## src/iefb_pkg.sv

```systemverilog
`default_nettype none
package iefb_pkg;
    // Bus geometry
    localparam int ADDR_W = 12;
    localparam int DATA_W = 32;
    localparam int REG_W = 8;
    // Register indices; byte address is four times the index
    localparam logic [8:0] CORE_IDX0 = 9'h00b;
    localparam logic [8:0] CORE_IDX1 = 9'h08b;
    localparam logic [8:0] CORE_IDX2 = 9'h10b;
    localparam logic [8:0] CORE_IDX3 = 9'h18b;
    localparam logic [8:0] PFLAG_IDX = 9'h00c;
    localparam logic [8:0] PEN_IDX = 9'h08c;
    localparam logic [8:0] PIMG_IDX = 9'h0e0;
    localparam logic [ADDR_W-1:0] CORE_ADDR0 = {1'b0, CORE_IDX0, 2'b00};
    localparam logic [ADDR_W-1:0] CORE_ADDR1 = {1'b0, CORE_IDX1, 2'b00};
    localparam logic [ADDR_W-1:0] CORE_ADDR2 = {1'b0, CORE_IDX2, 2'b00};
    localparam logic [ADDR_W-1:0] CORE_ADDR3 = {1'b0, CORE_IDX3, 2'b00};
    localparam logic [ADDR_W-1:0] PFLAG_ADDR = {1'b0, PFLAG_IDX, 2'b00};
    localparam logic [ADDR_W-1:0] PEN_ADDR = {1'b0, PEN_IDX, 2'b00};
    localparam logic [ADDR_W-1:0] PIMG_ADDR = {1'b0, PIMG_IDX, 2'b00};
    // Core control fields
    localparam int GLOB_EN_BIT = 7;
    localparam int GROUP_EN_BIT = 6;
    localparam int T0IE_BIT = 5;
    localparam int EXTIE_BIT = 4;
    localparam int PCIE_BIT = 3;
    localparam int T0IF_BIT = 2;
    localparam int EXTIF_BIT = 1;
    localparam int PCIF_BIT = 0;
    localparam int CORE_FLAGS = 3;
    // Peripheral flag fields
    localparam int PAR_BIT = 7;
    localparam int ADC_BIT = 6;
    localparam int RX_BIT = 5;
    localparam int TX_BIT = 4;
    localparam int SYNC_BIT = 3;
    localparam int CCP_BIT = 2;
    localparam int T2_BIT = 1;
    localparam int T1_BIT = 0;
    localparam int PERIPH_STICKY = 6;
    // Port B image fields
    localparam int PB_NIB_LSB = 4;
    localparam int PB_NIB_W = 4;
    // Reset values
    localparam logic [4:0] CORE_EN_RST = 5'h00;
    localparam logic [REG_W-1:0] PEN_RST = 8'h00;
    localparam logic [PB_NIB_W-1:0] PB_LATCH_RST = 4'h0;
    localparam logic [DATA_W-1:0] PRDATA_RST = 32'h0000_0000;
endpackage : iefb_pkg
`default_nettype wire

```

## src/iefb_flag_if.sv

```systemverilog
`timescale 1ns/10ps
`default_nettype none
interface iefb_flag_if #(parameter int W = 1) (
    input wire logic clk,
    input wire logic rst_n
);
    logic [W-1:0] set;
    logic wr;
    logic [W-1:0] wdata;
    logic [W-1:0] flags;
    modport bank (input clk, input rst_n, input set, input wr, input wdata, output flags);
    modport owner (output set, output wr, output wdata, input flags);
endinterface : iefb_flag_if
`default_nettype wire

```

## src/iefb_flag_bank.sv

```systemverilog
`timescale 1ns/10ps
`default_nettype none
module iefb_flag_bank #(
    parameter int W = 1
) (
    iefb_flag_if.bank fi
);
    // Sticky flags; hardware set beats a software clear
    always_ff @(posedge fi.clk or negedge fi.rst_n)
    begin
        if (!fi.rst_n)
        begin
            fi.flags <= '0;
        end
        else
        begin
            fi.flags <= fi.set | (fi.wr ? fi.wdata : fi.flags);
        end
    end

    genvar i;
    generate
        for (i = 0; i < W; i++)
        begin : g_chk

        end
    endgenerate
endmodule : iefb_flag_bank
`default_nettype wire

```

## src/iefb_top.sv

```systemverilog
`timescale 1ns/10ps
`default_nettype none
// Operation
// - Flags set regardless of any enable
// - Global enable passes or blocks all requests
// - Group enable gates every peripheral request
// - Core control holds five enables and three flags
// - Core control readable, writable at four mirrors
// - External pin flag sticky until cleared
// - Upper port nibble mismatch sets change flag
// - Mismatch keeps setting; port read ends it
// - Peripheral enable register, eight source enables
// - Parallel port access flag in the peripheral flag register
// - Conversion done flag sticky until cleared
// - Receive flag read-only, mirrors buffer full
// - Transmit flag read-only, mirrors buffer empty
// - Sync serial flag on completed transfer
// - Master mode sequences also set that flag
// - Capture, timer2, timer1 flags sticky
module iefb_top
    import iefb_pkg::*;
(
    // Clock and reset
    input wire logic pclk,
    input wire logic presetn,
    // APB slave
    input wire logic psel,
    input wire logic penable,
    input wire logic pwrite,
    input wire logic [ADDR_W-1:0] paddr,
    input wire logic [DATA_W-1:0] pwdata,
    input wire logic [3:0] pstrb,
    output logic [DATA_W-1:0] prdata,
    output logic pready,
    output logic pslverr,
    // Pins
    input wire logic external_edge_pin,
    input wire logic [PB_NIB_W-1:0] port_b_upper_nibble,
    // Peripheral events, same clock
    input wire logic timer0_overflow_evt,
    input wire logic parallel_port_access_evt,
    input wire logic conversion_done_evt,
    input wire logic serial_rx_full,
    input wire logic serial_tx_empty,
    input wire logic sync_serial_xfer_evt,
    input wire logic sync_serial_seq_evt,
    input wire logic sync_serial_i2c_master,
    input wire logic capcomp_one_evt,
    input wire logic timer2_match_evt,
    input wire logic timer1_overflow_evt,
    // Request to core
    output logic core_irq
);

    logic apb_setup;
    logic apb_access;
    logic hit_core;
    logic hit_pflag;
    logic hit_pen;
    logic hit_pimg;
    logic hit_any;
    logic wr_ok;
    logic rd_pimg;
    logic [REG_W-1:0] core_view;
    logic [REG_W-1:0] pflag_view;
    logic [REG_W-1:0] pb_view;
    logic [REG_W-1:0] rd_val;
    logic [DATA_W-1:0] prdata_q;
    logic slverr_q;
    logic [7:3] core_en_q;
    logic [REG_W-1:0] pen_q;
    logic ext_s1_q;
    logic ext_s2_q;
    logic ext_s3_q;
    logic ext_f_q;
    logic ext_prev_q;
    logic ext_rise;
    logic [PB_NIB_W-1:0] pb_s1_q;
    logic [PB_NIB_W-1:0] pb_s2_q;
    logic [PB_NIB_W-1:0] pb_s3_q;
    logic [PB_NIB_W-1:0] pb_f_q;
    logic [PB_NIB_W-1:0] pb_latch_q;
    logic pb_mismatch;
    logic sync_set;
    logic core_any;
    logic periph_any;
    logic irq_d;
    logic irq_q;

    iefb_flag_if #(.W(CORE_FLAGS)) core_fi (.clk(pclk), .rst_n(presetn));
    iefb_flag_if #(.W(PERIPH_STICKY)) per_fi (.clk(pclk), .rst_n(presetn));

    iefb_flag_bank #(.W(CORE_FLAGS)) u_core_flags (.fi(core_fi));
    iefb_flag_bank #(.W(PERIPH_STICKY)) u_per_flags (.fi(per_fi));

    // Address decode
    assign apb_setup = psel & ~penable;
    assign apb_access = psel & penable;

    always_comb
    begin
        hit_core = (paddr == CORE_ADDR0) || (paddr == CORE_ADDR1)
            || (paddr == CORE_ADDR2) || (paddr == CORE_ADDR3);
        hit_pflag = (paddr == PFLAG_ADDR);
        hit_pen = (paddr == PEN_ADDR);
        hit_pimg = (paddr == PIMG_ADDR);
        hit_any = hit_core | hit_pflag | hit_pen | hit_pimg;
    end

    assign wr_ok = apb_access & pwrite & pstrb[0] & hit_any;
    assign rd_pimg = apb_access & ~pwrite & hit_pimg;

    // Register images
    always_comb
    begin
        core_view = {core_en_q, core_fi.flags};
        pflag_view = {per_fi.flags[5:4], serial_rx_full, serial_tx_empty,
            per_fi.flags[3:0]};
        pb_view = '0;
        pb_view[PB_NIB_LSB +: PB_NIB_W] = pb_f_q;
        pb_view[0] = ext_f_q;
        rd_val = '0;
        if (hit_core)
        begin
            rd_val = core_view;
        end
        else if (hit_pflag)
        begin
            rd_val = pflag_view;
        end
        else if (hit_pen)
        begin
            rd_val = pen_q;
        end
        else if (hit_pimg)
        begin
            rd_val = pb_view;
        end
    end

    // Read data and error captured in the setup cycle
    always_ff @(posedge pclk or negedge presetn)
    begin
        if (!presetn)
        begin
            prdata_q <= PRDATA_RST;
            slverr_q <= 1'b0;
        end
        else if (apb_setup)
        begin
            prdata_q <= {{(DATA_W-REG_W){1'b0}}, rd_val};
            slverr_q <= ~hit_any;
        end
    end

    assign prdata = prdata_q;
    assign pready = apb_access;
    assign pslverr = apb_access & slverr_q;

    // Core enables
    always_ff @(posedge pclk or negedge presetn)
    begin
        if (!presetn)
        begin
            core_en_q <= CORE_EN_RST;
        end
        else if (wr_ok && hit_core)
        begin
            core_en_q <= pwdata[7:3];
        end
    end

    // Peripheral enables
    always_ff @(posedge pclk or negedge presetn)
    begin
        if (!presetn)
        begin
            pen_q <= PEN_RST;
        end
        else if (wr_ok && hit_pen)
        begin
            pen_q <= pwdata[REG_W-1:0];
        end
    end

    // External pin synchroniser and filter
    always_ff @(posedge pclk or negedge presetn)
    begin
        if (!presetn)
        begin
            ext_s1_q <= 1'b0;
            ext_s2_q <= 1'b0;
            ext_s3_q <= 1'b0;
            ext_f_q <= 1'b0;
            ext_prev_q <= 1'b0;
        end
        else
        begin
            ext_s1_q <= external_edge_pin;
            ext_s2_q <= ext_s1_q;
            ext_s3_q <= ext_s2_q;
            if (ext_s2_q == ext_s3_q)
            begin
                ext_f_q <= ext_s3_q;
            end
            ext_prev_q <= ext_f_q;
        end
    end

    assign ext_rise = ext_f_q & ~ext_prev_q;

    // Port nibble synchroniser, filter and last-read latch
    always_ff @(posedge pclk or negedge presetn)
    begin
        if (!presetn)
        begin
            pb_s1_q <= '0;
            pb_s2_q <= '0;
            pb_s3_q <= '0;
            pb_f_q <= '0;
        end
        else
        begin
            pb_s1_q <= port_b_upper_nibble;
            pb_s2_q <= pb_s1_q;
            pb_s3_q <= pb_s2_q;
            for (int i = 0; i < PB_NIB_W; i++)
            begin
                if (pb_s2_q[i] == pb_s3_q[i])
                begin
                    pb_f_q[i] <= pb_s3_q[i];
                end
            end
        end
    end

    always_ff @(posedge pclk or negedge presetn)
    begin
        if (!presetn)
        begin
            pb_latch_q <= PB_LATCH_RST;
        end
        else if (rd_pimg)
        begin
            pb_latch_q <= pb_f_q;
        end
    end

    assign pb_mismatch = (pb_f_q != pb_latch_q);

    // Flag set and clear paths
    assign sync_set = sync_serial_xfer_evt
        | (sync_serial_seq_evt & sync_serial_i2c_master);

    always_comb
    begin
        core_fi.set = {timer0_overflow_evt, ext_rise, pb_mismatch};
        core_fi.wr = wr_ok & hit_core;
        core_fi.wdata = pwdata[CORE_FLAGS-1:0];
        per_fi.set = {parallel_port_access_evt, conversion_done_evt, sync_set,
            capcomp_one_evt, timer2_match_evt, timer1_overflow_evt};
        per_fi.wr = wr_ok & hit_pflag;
        per_fi.wdata = {pwdata[PAR_BIT], pwdata[ADC_BIT], pwdata[SYNC_BIT:T1_BIT]};
    end

    // Request to core
    always_comb
    begin
        core_any = |(core_en_q[T0IE_BIT:PCIE_BIT] & core_fi.flags);
        periph_any = |(pen_q & pflag_view);
        irq_d = core_en_q[GLOB_EN_BIT]
            & (core_any | (core_en_q[GROUP_EN_BIT] & periph_any));
    end

    always_ff @(posedge pclk or negedge presetn)
    begin
        if (!presetn)
        begin
            irq_q <= 1'b0;
        end
        else
        begin
            irq_q <= irq_d;
        end
    end

    assign core_irq = irq_q;
endmodule : iefb_top
`default_nettype wire
```

## config.mk

```make
export PLATFORM = sky130hd
export DESIGN_NAME = iefb_top
export DESIGN_NICKNAME = d
export VERILOG_FILES = /design/src/iefb_pkg.sv /design/src/iefb_flag_if.sv /design/src/iefb_flag_bank.sv /design/src/iefb_top.sv
export SDC_FILE = /design/constraint.sdc
export NUM_CORES = 1
export LEC_CHECK = 0
export BUFFER_PORTS_ARGS = -buffer_cell sky130_fd_sc_hd__buf_2
export CAP_MARGIN = 15
export CORE_AREA = 2 2 74 90
export CTS_BUF_LIST = sky130_fd_sc_hd__clkbuf_4 sky130_fd_sc_hd__clkbuf_8
export CTS_CLUSTER_DIAMETER = 120
export DETAILED_ROUTE_END_ITERATION = 6
export DIE_AREA = 0 0 76 92
export PLACE_DENSITY = 0.85
export REMOVE_ABC_BUFFERS = 1
export SLEW_MARGIN = 30
export SYNTH_ARGS = -nofsm -noshare
export SYNTH_HDL_FRONTEND = slang
export SYNTH_SLANG_ARGS = --single-unit
```

## constraint.sdc

```tcl
create_clock -name pclk -period 0.9 [get_ports pclk]
set_input_delay 0.18 -clock pclk [delete_from_list [all_inputs] [get_ports pclk]]
set_output_delay 0.18 -clock pclk [all_outputs]
set_load 0.01 [all_outputs]
```

==> results.cfg <==
[worst_setup_path]
rr_worst_depth = 4
reg2reg_slack_ns = -0.21
required_ns = 1.13
start_kind = primary input
critPathCaptureType = flip-flop
crit_fanout = 8
r2r_end = core_irq
arrival_ns = 1.54
crit_type = primary input to flip-flop
timing.rr.start = pen_q[4]

[placement]
place_area_um2 = 3287
io_buffers = 52
dpl.hpwl_um = 4892
gp_routability_congestion = 0.9048
place_ws_ns = -0.6974

[power_and_ir_drop]
ir_drop_mv = 2.098
clkPwrFrac_pct = 47.3
power_uw = 6429
leakagePower_uw = 0.001939
switching_share_pct = 23.55
intPower_uw = 4914
p_per_area_nw_per_um2 = 1545
power.share.combinational_pct = 11.1
p_switching_uw = 1514
pwr-share-seq_pct = 41.6

[final_layout]
multi_input_area_um2 = 1409
fin_util_pct = 67.06
layout_common_cells = 57 x dfrtp_1, 45 x buf_2, 43 x buf_4, 24 x conb_1, 17 x buf_6
ff_latch_area_um2 = 1426
area_growth_pct = 52.99
diodes = 0
fin_area_um2 = 4161
nFillCells = 417
layout-drive-gt1-share_pct = 53.82
layout.nets = 417
final_common_cell = dfrtp_1

[yosys]
ys_ff_latch = 57
seq_area_frac_synth_pct = 52.44
syn_area_per_cell_um2 = 11.93
netlist_area_um2 = 2720
synth_cell_types = 39
syn_inst = 228
ys_warn_count = 0

[clocking]
cts_buffer_depth = 2
cts_htree_levels = 3
cts_buffers = 9
clk_pin_slew_worst_paths_ns = 0.08
clock_latency_ns = 0.36
root_buffer = clkbuf_8
cts_tree = built
cts.sinks = 57

[routing]
first_pass_iters = 4
drt_iter0_drc = 202
drc = 0
vias = 2424
vias_per_cell = 5.534
wl_um = 8881
avgRoutedWirePerCell_um = 20.28
postRouteAntennaNets = 0

[sta]
hold_violations = 0
drv_slew = 0
holdWs_ns = 0.01486
setup_violations = 50
min_period_over_period_pct = 144.8
grt_setup_unrepaired = true
final.setup_skew_ns = 0.01590
period_minus_slack_ns = 1.304
max_freq_ghz = 0.7671
setup_slack_ns = -0.4036

[min_path]
hold_depth = 3
hold_class = primary input to flip-flop
min_from = conversion_done_evt
worstHoldEndpoint = u_per_flags.fi.flags[4]

[die]
die_x_um = 76
die_y_um = 92
row_count = 32
core_um2 = 6206
die_area_um2 = 6992
io_pins = 104
start_util_pct = 43.83

[global_routing]
antenna_found_initial = 0
overflow = 0
grt_max_degree = 33
grt_pass1_vias = 2411
track_usage_pct = 24.46
grt_pass1_wl_um = 12880

[status]
status = finished, violations left
violations = setup timing

[flow_run]
max_cap_violations = 0
-- worst max path at each step --
| stage | from | end | depth (start not counted) |
|---|---|---|---|
| finish | paddr[1] | pen_q[5] | 6 |
| global route | paddr[1] | pen_q[0] | 6 |
| detailed placement | paddr[1] | pb_latch_q[1] | 5 |
| CTS | slverr_q | pslverr | 2 |
| global placement | paddr[7] | pen_q[1] | 6 |
| floorplan | paddr[1] | pen_q[0] | 4 |
-- metrics by stage --
step | setup TNS [ns] | std cells
2_1_floorplan | -31.37 | 217
3_3_place_gp | -21.49 | 396
3_5_place_dp | -22.79 | 396
4_1_cts | -8.585 | 432
5_1_grt | -13.32 | 438
6_report | -11.86 | 438
-- registers in the layout, indices dropped and copies added, names as in the netlist --
register	cells
ext_s2_q	1
slverr_q	1
ext_prev_q	1
pen_q	8
ext_s1_q	1
ext_s3_q	1
pb_s2_q	4
core_en_q	5
pb_latch_q	4
core_irq	1
pb_s1_q	4
pb_f_q	4
prdata	8
ext_f_q	1
pb_s3_q	4
u_core_flags.fi.flags	3
u_per_flags.fi.flags	6
-- cells in the mapped netlist (all sizes together) --
cell type  instances  area share [%]
o2111ai            5             1.6
nand2             11             2.1
and3b              1            0.32
a211o              1            0.32
buf               29             7.6
nand4b             1            0.32
a21boi             1            0.28
inv                2            0.28
and3               2            0.46
o21ai             15             2.8
and4b              3             1.1
nor4b              1            0.87
xor2               4             1.3
nor3b              1            0.28
nor4bb             1            0.37
a222oi             1            0.37
a22oi              4             1.1
nand4              8             1.8
mux2              18             8.6
conb               1            0.14
nand3              3            0.55
nand2b             1            0.23
a31oi             11             2.5
nor2b              3            0.69
a31o               1            0.32
nor3               7             1.3
clkbuf             5            0.69
dfrtp             57              52
a2bb2oi            3            0.97
a21oi              1            0.18
mux2i              5             1.8
a21o               6             1.7
nor4               4             1.4
maj3               5             1.8
and2               6             1.4
-- repair_timing --
item / 4_1_cts / 5_1_grt
gates resized for setup: 79 / 28
pin swaps: 31 / 24
gates cloned: 2 / 0
hold buffers: 6 / 0
setup endpoints to repair: 50 / 51
setup buffers: 13 / 9
endpoints found under the hold margin: 62 / 0
-- final cells by class --
type,instances,share of cell area [%]
Sequential cell,57,34.28
Multi-Input combinational cell,158,33.85
Timing Repair Buffer,120,23.18
Clock buffer,11,3.488
Tap cell,85,2.556
Clock inverter,5,2.465
Inverter,2,0.1804
-- worst max-delay path, stage by stage --
cell	delay (ns)
buf_12	0.11
nor4_4	0.33
buf_4	0.18
and4b_2	0.31
nand2_8	0.11
mux2_4	0.32
-- routing by layer --
layer | vias to the layer above | GRT usage (%) | share of wire (%)
li1 | 1041 | - | -
met1 | 1183 | 27.46 | 36
met2 | 149 | 41.59 | 51
met3 | 51 | 6.398 | 6.3
met4 | 0 | 15.15 | 6.9
met5 | - | 0 | 0
-- cells by family after synthesis --
kind of cell    synth area share (%)
other cells                   0.1379
xor+xnor                       1.288
simple gates                   13.20
flops                          52.44
fa+ha+maj                      1.840
mux                            10.40
compound gates                 12.10
buf+inv                        8.602
-- power by group through the flow --
stage	combinational [µW]	clock, µW	sequential, µW
final	714	3040	2670
after global routing	757	3160	2680
after detailed placement	495	0	2720
after global placement	482	0	2710
after floorplan	160	0	2710
after CTS	652	2990	2670
(Power assumes the default switching activity.)
